## config.mk

```make
export PLATFORM = sky130hd
export DESIGN_NAME = ptd_sat_counter
export DESIGN_NICKNAME = d
export VERILOG_FILES = /design/src/rtl/ptd_sat_counter.v
export SDC_FILE = /design/constraint.sdc
export NUM_CORES = 1
export LEC_CHECK = 0
export BUFFER_PORTS_ARGS = -buffer_cell sky130_fd_sc_hd__buf_2
export CELL_PAD_IN_SITES_DETAIL_PLACEMENT = 1
export CELL_PAD_IN_SITES_GLOBAL_PLACEMENT = 1
export CORE_AREA = 4 4 42 44
export DETAILED_ROUTE_END_ITERATION = 8
export DIE_AREA = 0 0 46 48
export PLACE_DENSITY = 0.64
export SETUP_SLACK_MARGIN = 0.15
export SYNTH_ARGS = -nofsm -noshare
export SYNTH_HDL_FRONTEND = slang
export SYNTH_SLANG_ARGS = --single-unit
```

## constraint.sdc

```tcl
create_clock -name clk -period 1.4 [get_ports clk]
set_clock_uncertainty 0.2 [all_clocks]
set_input_delay 0.07 -clock clk [delete_from_list [all_inputs] [get_ports clk]]
set_output_delay 0.07 -clock clk [all_outputs]
set_load 0.02 [all_outputs]
```

## src/rtl/ptd_sat_counter.v

```verilog
// Purpose: Saturating event counter with synchronous clear
// Assumes: Single clock, clear dominates increment
// Notes:   Holds at all ones instead of wrapping
`timescale 1ns/10ps
module ptd_sat_counter #(
  parameter WIDTH = 8
) (
  input  wire             clk,
  input  wire             rst,
  input  wire             clear,
  input  wire             inc,
  output reg  [WIDTH-1:0] count_ff
);

  wire [WIDTH-1:0] maxVal = {WIDTH{1'b1}};

  always @(posedge clk) begin
    if (rst || clear) begin
      count_ff <= {WIDTH{1'b0}};
    end else if (inc && (count_ff != maxVal)) begin
      count_ff <= count_ff + {{(WIDTH-1){1'b0}}, 1'b1};
    end
  end

endmodule // ptd_sat_counter

```

After elaboration in Yosys (flattened, before gate mapping)
Cells that the tools add are included.
Storage, ports and cells
  flip-flop bits (word level): 8
  input port bits: 4
  word-level logic and storage cells: 5
Cells by class
  $add $sub $neg: 1
  equality and inequality tests: 1
  reductions and logical operators: 2
Operator list (number)
  adder 8 x 1 -> 8 bit (second input constant): 1
  != test 8 bit (second input constant): 1
  logical AND 1 bit: 1
  logical OR 1 bit: 1

Logic depth before layout (Yosys ltp)
Gate-level depths: netlist of the first run.
  depth in word-level cells: 2
  gate-level depth with buffers: 4

Worst setup path after synthesis of the first run
No wires, ideal clock.
  path kind: flip-flop to flip-flop
  start: register count_ff[0]
  end: register count_ff[6]
  arrival: 1.386 ns
  required time: 1.085 ns
  slack: -0.302 ns
  cell stages (with the launch flop): 5
  path buffers: 0
  clock period less this slack: 1.702 ns
  cells stage by stage: dfxtp_1 > ha_1 > nand3_1 > or4_1 > and3_1
On the way
  cells in the longest elaborated chain, start to end: 2
Ends and longest elaborated chain
  start, declared: line 12  | output reg [WIDTH-1:0] count_ff
  start signal, assigned: line 19  | count_ff <= {WIDTH{1'b0}};
  start signal, assigned: line 21  | count_ff <= count_ff + {{(WIDTH-1){1'b0}}, 1'b1};
  branches (longest 2 deep; another with adder 8 x 1 -> 8 bit)
Several ways; the timed one is not identified.
A chain may end at the register's enable or synchronous reset.

Worst setup path in the final report of the first run
  start: register count_ff[1]
  end: register count_ff[6]
Same word-level chain as after synthesis.

==> key figures, run 1 <==
Outcome
  – Status: finished, violations left
  – Failing checks: negative setup slack

Floorplan
  – Height of the chip: 48 µm
  – Core Region: 1440 µm²
  – Row count: 14
  – Initial core utilization: 0.294
  – I/O Pins: 12
  – Die span in x: 46 µm
  – Die area: 2210 µm²

Timing
  – Period minus WS final: 1.46 ns
  – Setup repair after global routing missed its margin: true
  – Share of the cycle needed by the critical path after routing: 1.04
  – Max_slew headroom: 0.875
  – Slew of the pin with the lowest slew margin: 0.186 ns
  – Hold violation total from the final report: 0
  – Number of setup violations in the final report: 3
  – Highest clock rate: 684 MHz
  – Setup_tns: -0.0890 ns
  – Post-layout worst setup margin: -0.0621 ns
  – Final max-slew violation count: 0

Clocking
  – Clock tree from TritonCTS: built
  – Number of H-tree levels: 1
  – Total number of clock tree sinks: 8
  – Library cell used as clock root buffer: sky130_fd_sc_hd__clkbuf_4
  – Number of buffers between clock root and the deepest sink: 2
  – Clock latency reported for the late side of the worst-skew pair: 0.26 ns
  – Clock transition at path regs: 0.06 ns
  – TritonCTS buffer count: 3

Logic synthesis
  – Sequential share of the synthesized area: 0.380
  – Fraction of synthesized cell area in xor and xnor cells: 0
  – Synth Area per Inst: 8.78 µm²
  – Cell accounting for the most synthesized area: sky130_fd_sc_hd__dfxtp_1
  – Area fraction in compound gates after synthesis: 0.136
  – Area share of the largest cell type after synthesis: 0.380
  – Net count after synthesis: 53
  – Largest family of logic cells by synthesized area: simple AND/OR/NAND/NOR gates
  – Largest cells by area after synthesis: sky130_fd_sc_hd__dfxtp_1 38%, sky130_fd_sc_hd__mux2i_1 9.5%, sky130_fd_sc_hd__nand2_1 6.2%
  – Area fraction in and, or, nand and nor cells after synthesis: 0.338
  – Multiplexer share of the synthesized area: 0.0950
  – Synthesized-area fraction occupied by adder cells: 0.0297
  – Cell Area, Synth: 422 µm²
  – Seq cells post-synth: 8
  – Gate count after technology mapping: 48
  – Count of synthesis-stage warnings from yosys: 0
  – Count of unique library cells instantiated by Yosys: 23

Flow run
  – # Max-Cap Violations: 0

Finish
  – Antenna diode count: 0
  – Count of placed standard cells in the final layout, fillers left out: 90
  – Layout net count: 81
  – Regs by FF count: count_ff (8)
  – Flip-flop count of the largest register after layout: 8
  – Proportion of layout cells with a drive suffix above 1: 0.608
  – Filler Cells Inserted: 174
  – Multi-input combinational cell area: 322 µm²
  – P&R area growth vs syn: 75.1%
  – Area occupied by registers: 190 µm²
  – Register with the highest flop count: count_ff

Setup path
  – Type of the worst setup path: flop to flop
  – Destination of the critical timing path: count_ff[6]$_SDFFE_PP0P_
  – Internal reg-to-reg setup slack: -0.06 ns
  – Kind of end point of the critical path: flop
  – Startpoint of the worst-slack reg-to-reg timing path: count_ff[1]$_SDFFE_PP0P_
  – Crit path required time: 1.36 ns
  – Arrival @ worst endpoint: 1.42 ns
  – Largest fanout on the critical path: 4
  – Crit path launch type: flop
  – Capturing point of the worst reg2reg path: count_ff[6]$_SDFFE_PP0P_
  – CP startpoint: count_ff[1]$_SDFFE_PP0P_
  – Length in cells of the worst reg-to-reg path: 4

Drt
  – WL/cell: 15.4 µm
  – First DRT Iteration DRCs: 2
  – Router iterations before antenna repair: 2
  – Total routed wirelength: 1390 µm
  – DRC errors left: 0
  – Vias: 477
  – Post-DRT Antenna Nets: 0
  – Mean number of vias per cell: 5.30

Placement
  – Number of instances in the placed design: 80
  – Post-DP HPWL: 872 µm
  – Port Buffers: 11
  – Gpl congestion: 0.657

Min path
  – Hold/Removal Path Class: input port to flop

Power
  – Pleak: 0.324 nW
  – Total Power Consumption: 460 µW
  – Worst-case vdd ir drop: 0.279 mV
  – Power per Cell Area: 623 nW/µm²

GRT
  – Antenna violations before repair: 0
  – Via count of the first global-routing pass: 450
  – First-pass GRT wire length: 2080 µm
  – Total global routing overflow: 0
  – Largest net degree at the start of global routing: 8
  – Total track usage: 0.139
Yosys cell counts:
cell type / number
sky130_fd_sc_hd__a21boi_0: 1
sky130_fd_sc_hd__a21boi_2: 1
sky130_fd_sc_hd__a21oi_1: 5
sky130_fd_sc_hd__and2_2: 1
sky130_fd_sc_hd__and3_1: 2
sky130_fd_sc_hd__and3b_1: 2
sky130_fd_sc_hd__and4_1: 1
sky130_fd_sc_hd__and4_2: 1
sky130_fd_sc_hd__buf_2: 1
sky130_fd_sc_hd__dfxtp_1: 8
sky130_fd_sc_hd__ha_1: 1
sky130_fd_sc_hd__inv_1: 1
sky130_fd_sc_hd__mux2i_1: 4
sky130_fd_sc_hd__nand2_1: 7
sky130_fd_sc_hd__nand3_1: 2
sky130_fd_sc_hd__nand4_1: 2
sky130_fd_sc_hd__nor2_1: 1
sky130_fd_sc_hd__nor4_1: 1
sky130_fd_sc_hd__o2111ai_1: 1
sky130_fd_sc_hd__o21ai_0: 1
sky130_fd_sc_hd__or3_1: 2
sky130_fd_sc_hd__or3_2: 1
sky130_fd_sc_hd__or4_1: 1
kinds of logic (layout without fill, tap and decap cells):
family                   after synthesis  after routing
multiplexers                           4              4
flip-flops                             8              8
adder cells (fa/ha/maj)                1              1
buffers and inverters                  2             28
AND/OR/NAND/NOR                       24             24
AO/OA/AOI/OAI                          9              9
power breakdown:
group	switching (mW)	total [mW]	internal (mW)
registers	0.00187	0.217	0.216
logic	0.0233	0.0537	0.0304
clock network	0.0901	0.189	0.0989
final cells by class:
cell class,instances,share of cell area
tap,16,0.0271
inverter,1,0.00508
multi-input combinational,38,0.436
sequential,8,0.258
clock buffer,3,0.0305
timing repair buffer,24,0.244
worst min-delay path by stage:
stage          start                  endpoint  slack [ns]  cells past startpoint
2_1_floorplan  clear  count_ff[2]$_SDFFE_PP0P_       -0.06                      1
3_3_place_gp     rst  count_ff[2]$_SDFFE_PP0P_        0.09                      2
3_5_place_dp     rst  count_ff[2]$_SDFFE_PP0P_        0.09                      2
4_1_cts          rst  count_ff[0]$_SDFFE_PP0P_        0.02                      5
5_1_grt          rst  count_ff[4]$_SDFFE_PP0P_        0.05                      5
6_report         rst  count_ff[1]$_SDFFE_PP0P_        0.02                      5
cells in the final DEF (no fill, tap or decap), types with 2 or more instances in the layout:
cell,synthesis,layout
sky130_fd_sc_hd__dlygate4sd3_1,0,3
sky130_fd_sc_hd__mux2i_1,4,4
sky130_fd_sc_hd__buf_4,0,8
sky130_fd_sc_hd__dfxtp_4,0,8
sky130_fd_sc_hd__clkbuf_4,0,3
sky130_fd_sc_hd__nand4_1,2,2
sky130_fd_sc_hd__buf_6,0,4
sky130_fd_sc_hd__and3b_1,2,2
sky130_fd_sc_hd__a21oi_1,5,4
sky130_fd_sc_hd__a21boi_4,0,2
sky130_fd_sc_hd__and4_4,0,2
sky130_fd_sc_hd__buf_2,1,9
sky130_fd_sc_hd__or3_1,2,2
sky130_fd_sc_hd__nand2_1,7,6
per-layer routing:
layer  routed length [µm]  track usage
met1                  578        0.165
met2                  727        0.231
met3                   61       0.0489
met5                    0            0
met4                   21       0.0511
per-stage QoR:
step | hold WS (ns) | cell area [µm²] | util | setup slack, ns
floorplan | -0.0594 | 474 | - | -0.0685
global placement | 0.0866 | 583 | 0.406 | -0.0212
detailed placement | 0.0911 | 583 | 0.406 | -0.0465
CTS | 0.0234 | 698 | 0.486 | -0.0374
global route | 0.0479 | 738 | 0.514 | -0.114
finish | 0.0240 | 738 | 0.514 | -0.0621
timing repair:
item / in CTS / in global routing
hold buffers: 3 / 1
pin swaps: 5 / 4
setup buffers: 2 / 2
resized for setup: 11 / 7
hold endpoints to repair: 4 / 4
endpoints found under the setup margin: 8 / 10
worst max-delay path: stages (launching register included):
cell	delay (ns)
sky130_fd_sc_hd__dfxtp_4	0.36
sky130_fd_sc_hd__ha_4	0.16
sky130_fd_sc_hd__nand3_2	0.10
sky130_fd_sc_hd__or4_1	0.40
sky130_fd_sc_hd__and3_1	0.15
Power figures use the tool's default switching activity.
==> run 2, diff against run 1 <==
==> config.mk (replaced) <==
export PLATFORM = sky130hd
export DESIGN_NAME = ptd_sat_counter
export DESIGN_NICKNAME = d
export VERILOG_FILES = /design/src/rtl/ptd_sat_counter.v
export SDC_FILE = /design/constraint.sdc
export NUM_CORES = 1
export LEC_CHECK = 0
export CELL_PAD_IN_SITES_DETAIL_PLACEMENT = 1
export CELL_PAD_IN_SITES_GLOBAL_PLACEMENT = 1
export CORE_AREA = 4 4 41 43
export DETAILED_ROUTE_END_ITERATION = 8
export DIE_AREA = 0 0 45 47
export DONT_BUFFER_PORTS = 1
export PLACE_DENSITY = 0.54
export SETUP_SLACK_MARGIN = 0.15
export SYNTH_ARGS = -nofsm -noshare
export SYNTH_HDL_FRONTEND = slang
export SYNTH_SLANG_ARGS = --single-unit
==> constraint.sdc (replaced) <==
create_clock -name clk -period 1.8 [get_ports clk]
set_clock_uncertainty 0.2 [all_clocks]
set_input_delay 0.09 -clock clk [delete_from_list [all_inputs] [get_ports clk]]
set_output_delay 0.09 -clock clk [all_outputs]
set_load 0.02 [all_outputs]
==> key figures, run 2 (synthesis gave the netlist of run 1 again) <==
Timing
  – Max_slew headroom: 0.684
  – Highest clock rate: 647 MHz
  – Period minus WS final: 1.55 ns
  – Final max-slew violation count: 0
  – Slew of the pin with the lowest slew margin: 0.473 ns
  – Setup repair after global routing missed its margin: true
  – Number of setup violations in the final report: 0
  – Post-layout worst setup margin: 0.255 ns
  – Share of the cycle needed by the critical path after routing: 0.859
  – Hold violation total from the final report: 0
  – Setup_tns: 0 ns

Finish
  – Proportion of layout cells with a drive suffix above 1: 0.295
  – P&R area growth vs syn: 31.2%
  – Layout net count: 68
  – Most frequent cells in the layout: 8 x sky130_fd_sc_hd__buf_4, 7 x sky130_fd_sc_hd__nand2_1, 6 x sky130_fd_sc_hd__dfxtp_1, 5 x sky130_fd_sc_hd__a21oi_1, 4 x sky130_fd_sc_hd__mux2i_1
  – Count of placed standard cells in the final layout, fillers left out: 76
  – Area occupied by registers: 163 µm²
  – Register with the highest flop count: count_ff
  – Post-route cell area: 553 µm²
  – Multi-input combinational cell area: 255 µm²
  – Flip-flop count of the largest register after layout: 8
  – Filler Cells Inserted: 162
  – Commonest non-fill, non-tap cell in the layout: sky130_fd_sc_hd__buf_4
  – Regs by FF count: count_ff (8)
  – Antenna diode count: 0

Drt
  – DRC errors left: 0
  – WL/cell: 14.8 µm
  – First DRT Iteration DRCs: 1
  – Post-DRT Antenna Nets: 0
  – Router iterations before antenna repair: 2
  – Mean number of vias per cell: 5.50
  – Vias: 418
  – Total routed wirelength: 1130 µm

Min path
  – Hold/Removal Path Class: input port to flop
  – Instance count along the most critical hold path: 3

Clocking
  – Clock transition at path regs: 0.06 ns
  – TritonCTS buffer count: 3
  – Clock tree from TritonCTS: built
  – Clock latency reported for the late side of the worst-skew pair: 0.26 ns
  – Number of buffers between clock root and the deepest sink: 2
  – Library cell used as clock root buffer: sky130_fd_sc_hd__clkbuf_4
  – Number of H-tree levels: 1
  – Total number of clock tree sinks: 8

Power
  – Power per Cell Area: 639 nW/µm²
  – Worst-case vdd ir drop: 0.268 mV
  – Pleak: 0.225 nW
  – Total Power Consumption: 353 µW

GRT
  – Via count of the first global-routing pass: 446
  – Antenna violations before repair: 0
  – Total track usage: 0.134
  – Total global routing overflow: 0
  – Largest net degree at the start of global routing: 9
  – First-pass GRT wire length: 2010 µm

Floorplan
  – Initial core utilization: 0.324
  – Row count: 13
  – Core Region: 1300 µm²
  – Die area: 2120 µm²
  – Height of the chip: 47 µm
  – Die span in x: 45 µm
  – I/O Pins: 12

Placement
  – Post-DP HPWL: 877 µm
  – Gpl congestion: 0.757
  – Placed Area: 498 µm²
  – Pre-CTS WS: 0.227 ns
  – Port Buffers: 0
  – Number of instances in the placed design: 70

Setup path
  – Largest fanout on the critical path: 5
  – Crit path launch type: flop
  – Kind of end point of the critical path: flop
  – Crit path required time: 1.76 ns
  – Type of the worst setup path: flop to flop
  – Length in cells of the worst reg-to-reg path: 4
  – Arrival @ worst endpoint: 1.51 ns
  – Internal reg-to-reg setup slack: 0.25 ns

Flow run
  – # Max-Cap Violations: 0

Outcome
  – Status: completed
==> run 2: power by group <==
group          switching, mW  total, mW  internal [mW]  leakage, nW
clock network         0.0722      0.149         0.0771       0.0138
logic                 0.0126     0.0242         0.0116        0.146
registers            0.00107      0.180          0.179       0.0655
==> run 2: what timing repair did <==
action                     4_1_cts  5_1_grt
hold buffers                     3        0
resized for setup                0        1
setup endpoints to repair        0        1
hold endpoints to repair         8        0
buffers inserted                 0        0
==> run 2: area by class of cell <==
| type | count | share of cell area |
|---|---|---|
| multi-input cells | 38 | 0.462 |
| flip-flops and latches | 8 | 0.294 |
| repair buffers | 11 | 0.163 |
| clock buffers | 3 | 0.0407 |
| well taps | 15 | 0.0339 |
| inverters | 1 | 0.00679 |
==> run 2: worst paths after layout <==
kind / from / endpoint
hold / removal: inc / count_ff[7]$_SDFFE_PP0P_
hold reg to reg: count_ff[3]$_SDFFE_PP0P_ / count_ff[3]$_SDFFE_PP0P_
setup reg to reg: count_ff[0]$_SDFFE_PP0P_ / count_ff[6]$_SDFFE_PP0P_
setup / recovery: count_ff[0]$_SDFFE_PP0P_ / count_ff[6]$_SDFFE_PP0P_
==> run 2: metal layers <==
metal | routed length, µm | track usage | share of wire
met5 | 0 | 0 | 0
met1 | 472 | 0.146 | 0.42
met3 | 67 | 0.0498 | 0.059
met4 | 22 | 0.0877 | 0.020
met2 | 565 | 0.220 | 0.50
==> run 2: critical path: stages, from the launching register on <==
cell and delay (ns):
sky130_fd_sc_hd__dfxtp_2 0.34, sky130_fd_sc_hd__ha_2 0.21, sky130_fd_sc_hd__nand3_1 0.11, sky130_fd_sc_hd__or4_1 0.40, sky130_fd_sc_hd__and3_1 0.19
==> run 2: through the flow <==
step,hold slack (ns),util
after global placement,-0.0271,0.383
after CTS,0.129,0.423
after detailed placement,-0.0256,0.383
after global routing,0.146,0.425
after floorplan,-0.0319,-
final,0.134,0.425
==> run 3, diff against run 2 <==
--- a/config.mk
+++ b/config.mk
@@ -11,6 +11,7 @@
 export DETAILED_ROUTE_END_ITERATION = 8
 export DIE_AREA = 0 0 45 47
 export DONT_BUFFER_PORTS = 1
+export MAX_ROUTING_LAYER = met4
 export PLACE_DENSITY = 0.54
 export SETUP_SLACK_MARGIN = 0.15
 export SYNTH_ARGS = -nofsm -noshare
==> key figures, run 3 (synthesis gave the netlist of run 1 again) <==
Outcome
  – Status: completed

Clocking
  – Number of buffers between clock root and the deepest sink: 2
  – Total number of clock tree sinks: 8
  – Clock tree from TritonCTS: built
  – Clock latency reported for the late side of the worst-skew pair: 0.26 ns
  – TritonCTS buffer count: 3
  – Clock transition at path regs: 0.06 ns
  – Number of H-tree levels: 1
  – Library cell used as clock root buffer: sky130_fd_sc_hd__clkbuf_4

Setup path
  – Type of the worst setup path: flop to flop
  – Internal reg-to-reg setup slack: 0.26 ns
  – Largest fanout on the critical path: 5
  – CP startpoint: count_ff[0]$_SDFFE_PP0P_
  – Count of buffer and inverter cells on the critical path: 0
  – Kind of end point of the critical path: flop
  – Startpoint of the worst-slack reg-to-reg timing path: count_ff[0]$_SDFFE_PP0P_
  – Crit-path slowest cell: sky130_fd_sc_hd__or4_1
  – Cell breakdown of the critical path: ha_2 > nand3_1 > or4_1 > and3_1
  – Arrival @ worst endpoint: 1.50 ns
  – CP delay by family, top: simple AND/OR/NAND/NOR gates
  – Crit path required time: 1.76 ns
  – Crit path launch type: flop
  – Maximum cell stage delay along the critical path: 0.40 ns

Timing
  – Share of the cycle needed by the critical path after routing: 0.857
  – Final max-slew violation count: 0
  – Number of setup violations in the final report: 0
  – Slew of the pin with the lowest slew margin: 0.472 ns
  – Max_slew headroom: 0.684
  – Post-layout worst setup margin: 0.257 ns
  – Hold violation total from the final report: 0
  – Highest clock rate: 648 MHz
  – Period minus WS final: 1.54 ns
  – Setup repair after global routing missed its margin: true
  – Setup_tns: 0 ns

Drt
  – Mean number of vias per cell: 5.50
  – Router iterations before antenna repair: 2
  – First DRT Iteration DRCs: 1
  – Vias: 418
  – DRC errors left: 0
  – Post-DRT Antenna Nets: 0
  – Total routed wirelength: 1130 µm
  – WL/cell: 14.8 µm

Floorplan
  – Row count: 13
  – Height of the chip: 47 µm
  – Die span in x: 45 µm
  – Initial core utilization: 0.324
  – Die area: 2120 µm²
  – Core Region: 1300 µm²
  – I/O Pins: 12

Power
  – Power per Cell Area: 637 nW/µm²
  – Pleak: 0.225 nW
  – Total Power Consumption: 352 µW
  – Worst-case vdd ir drop: 0.268 mV

Min path
  – Min-Delay Startpoint: inc
  – Hold/Removal Path Class: input port to flop

Finish
  – Layout net count: 68
  – Commonest non-fill, non-tap cell in the layout: sky130_fd_sc_hd__buf_4
  – Flip-flop count of the largest register after layout: 8
  – Proportion of layout cells with a drive suffix above 1: 0.295
  – Register with the highest flop count: count_ff
  – Antenna diode count: 0
  – P&R area growth vs syn: 31.2%
  – Most frequent cells in the layout: 8 x sky130_fd_sc_hd__buf_4, 7 x sky130_fd_sc_hd__nand2_1, 6 x sky130_fd_sc_hd__dfxtp_1, 5 x sky130_fd_sc_hd__a21oi_1, 4 x sky130_fd_sc_hd__mux2i_1
  – Count of placed standard cells in the final layout, fillers left out: 76
  – Regs by FF count: count_ff (8)

Placement
  – Port Buffers: 0
  – Gpl congestion: 0.767
  – Post-DP HPWL: 877 µm
  – Pre-CTS WS: 0.227 ns
  – Number of instances in the placed design: 70

GRT
  – Largest net degree at the start of global routing: 9
  – Total track usage: 0.139
  – Antenna violations before repair: 0
  – Total global routing overflow: 0
  – First-pass GRT wire length: 2010 µm
  – Via count of the first global-routing pass: 446

Flow run
  – # Max-Cap Violations: 0
-- run 3: cell counts in the layout (fill, tap and decap cells not counted) --
Identical to the previous run, type by type.
-- run 3: layer usage --
metal  vias up  track usage  wire, µm
li1        209            -         -
met1       197        0.148       478
met2        10        0.220       565
met3         2       0.0460        61
met4         0       0.0877        22
met5         -            -         0
-- run 3: cell type report --
type | instances | area [µm²]
fillers | 162 | 748
multi-input cells | 38 | 255
flip-flops and latches | 8 | 163
repair buffers | 11 | 90.1
clock buffers | 3 | 22.5
well taps | 15 | 18.8
inverters | 1 | 3.75
-- run 3: worst paths after layout --
check                                                 to  cells after the start
worst max register to register  count_ff[6]$_SDFFE_PP0P_                      4
worst max-delay path            count_ff[6]$_SDFFE_PP0P_                      4
worst min register to register  count_ff[3]$_SDFFE_PP0P_                      2
worst min-delay path            count_ff[7]$_SDFFE_PP0P_                      3
-- run 3: tightest hold or removal path, cell delays in order --
cell and delay (ns):
sky130_fd_sc_hd__and4_1 0.24, sky130_fd_sc_hd__nand4_1 0.10, sky130_fd_sc_hd__and3b_1 0.14
-- run 3: what timing repair did --
item / in CTS / in global routing
endpoints found under the hold margin: 8 / 0
setup buffers: 0 / 0
setup endpoints to repair: 0 / 1
hold buffers: 3 / 0
gates resized for setup: 0 / 1
-- run 3: report_power, final --
group | total [mW] | internal [mW] | switching, mW
Clock | 0.148 | 0.0770 | 0.0711
Sequential | 0.180 | 0.179 | 0.00107
Combinational | 0.0242 | 0.0116 | 0.0126
Total | 0.352 | 0.267 | 0.0847
-- run 3: through the flow --
stage / hold WS (ns) / instance area, µm² / utilization
after detailed placement: -0.0256 / 498 / 0.383
after global placement: -0.0271 / 498 / 0.383
after floorplan: -0.0319 / 424 / -
after global routing: 0.146 / 553 / 0.425
final: 0.134 / 553 / 0.425
after CTS: 0.129 / 551 / 0.423
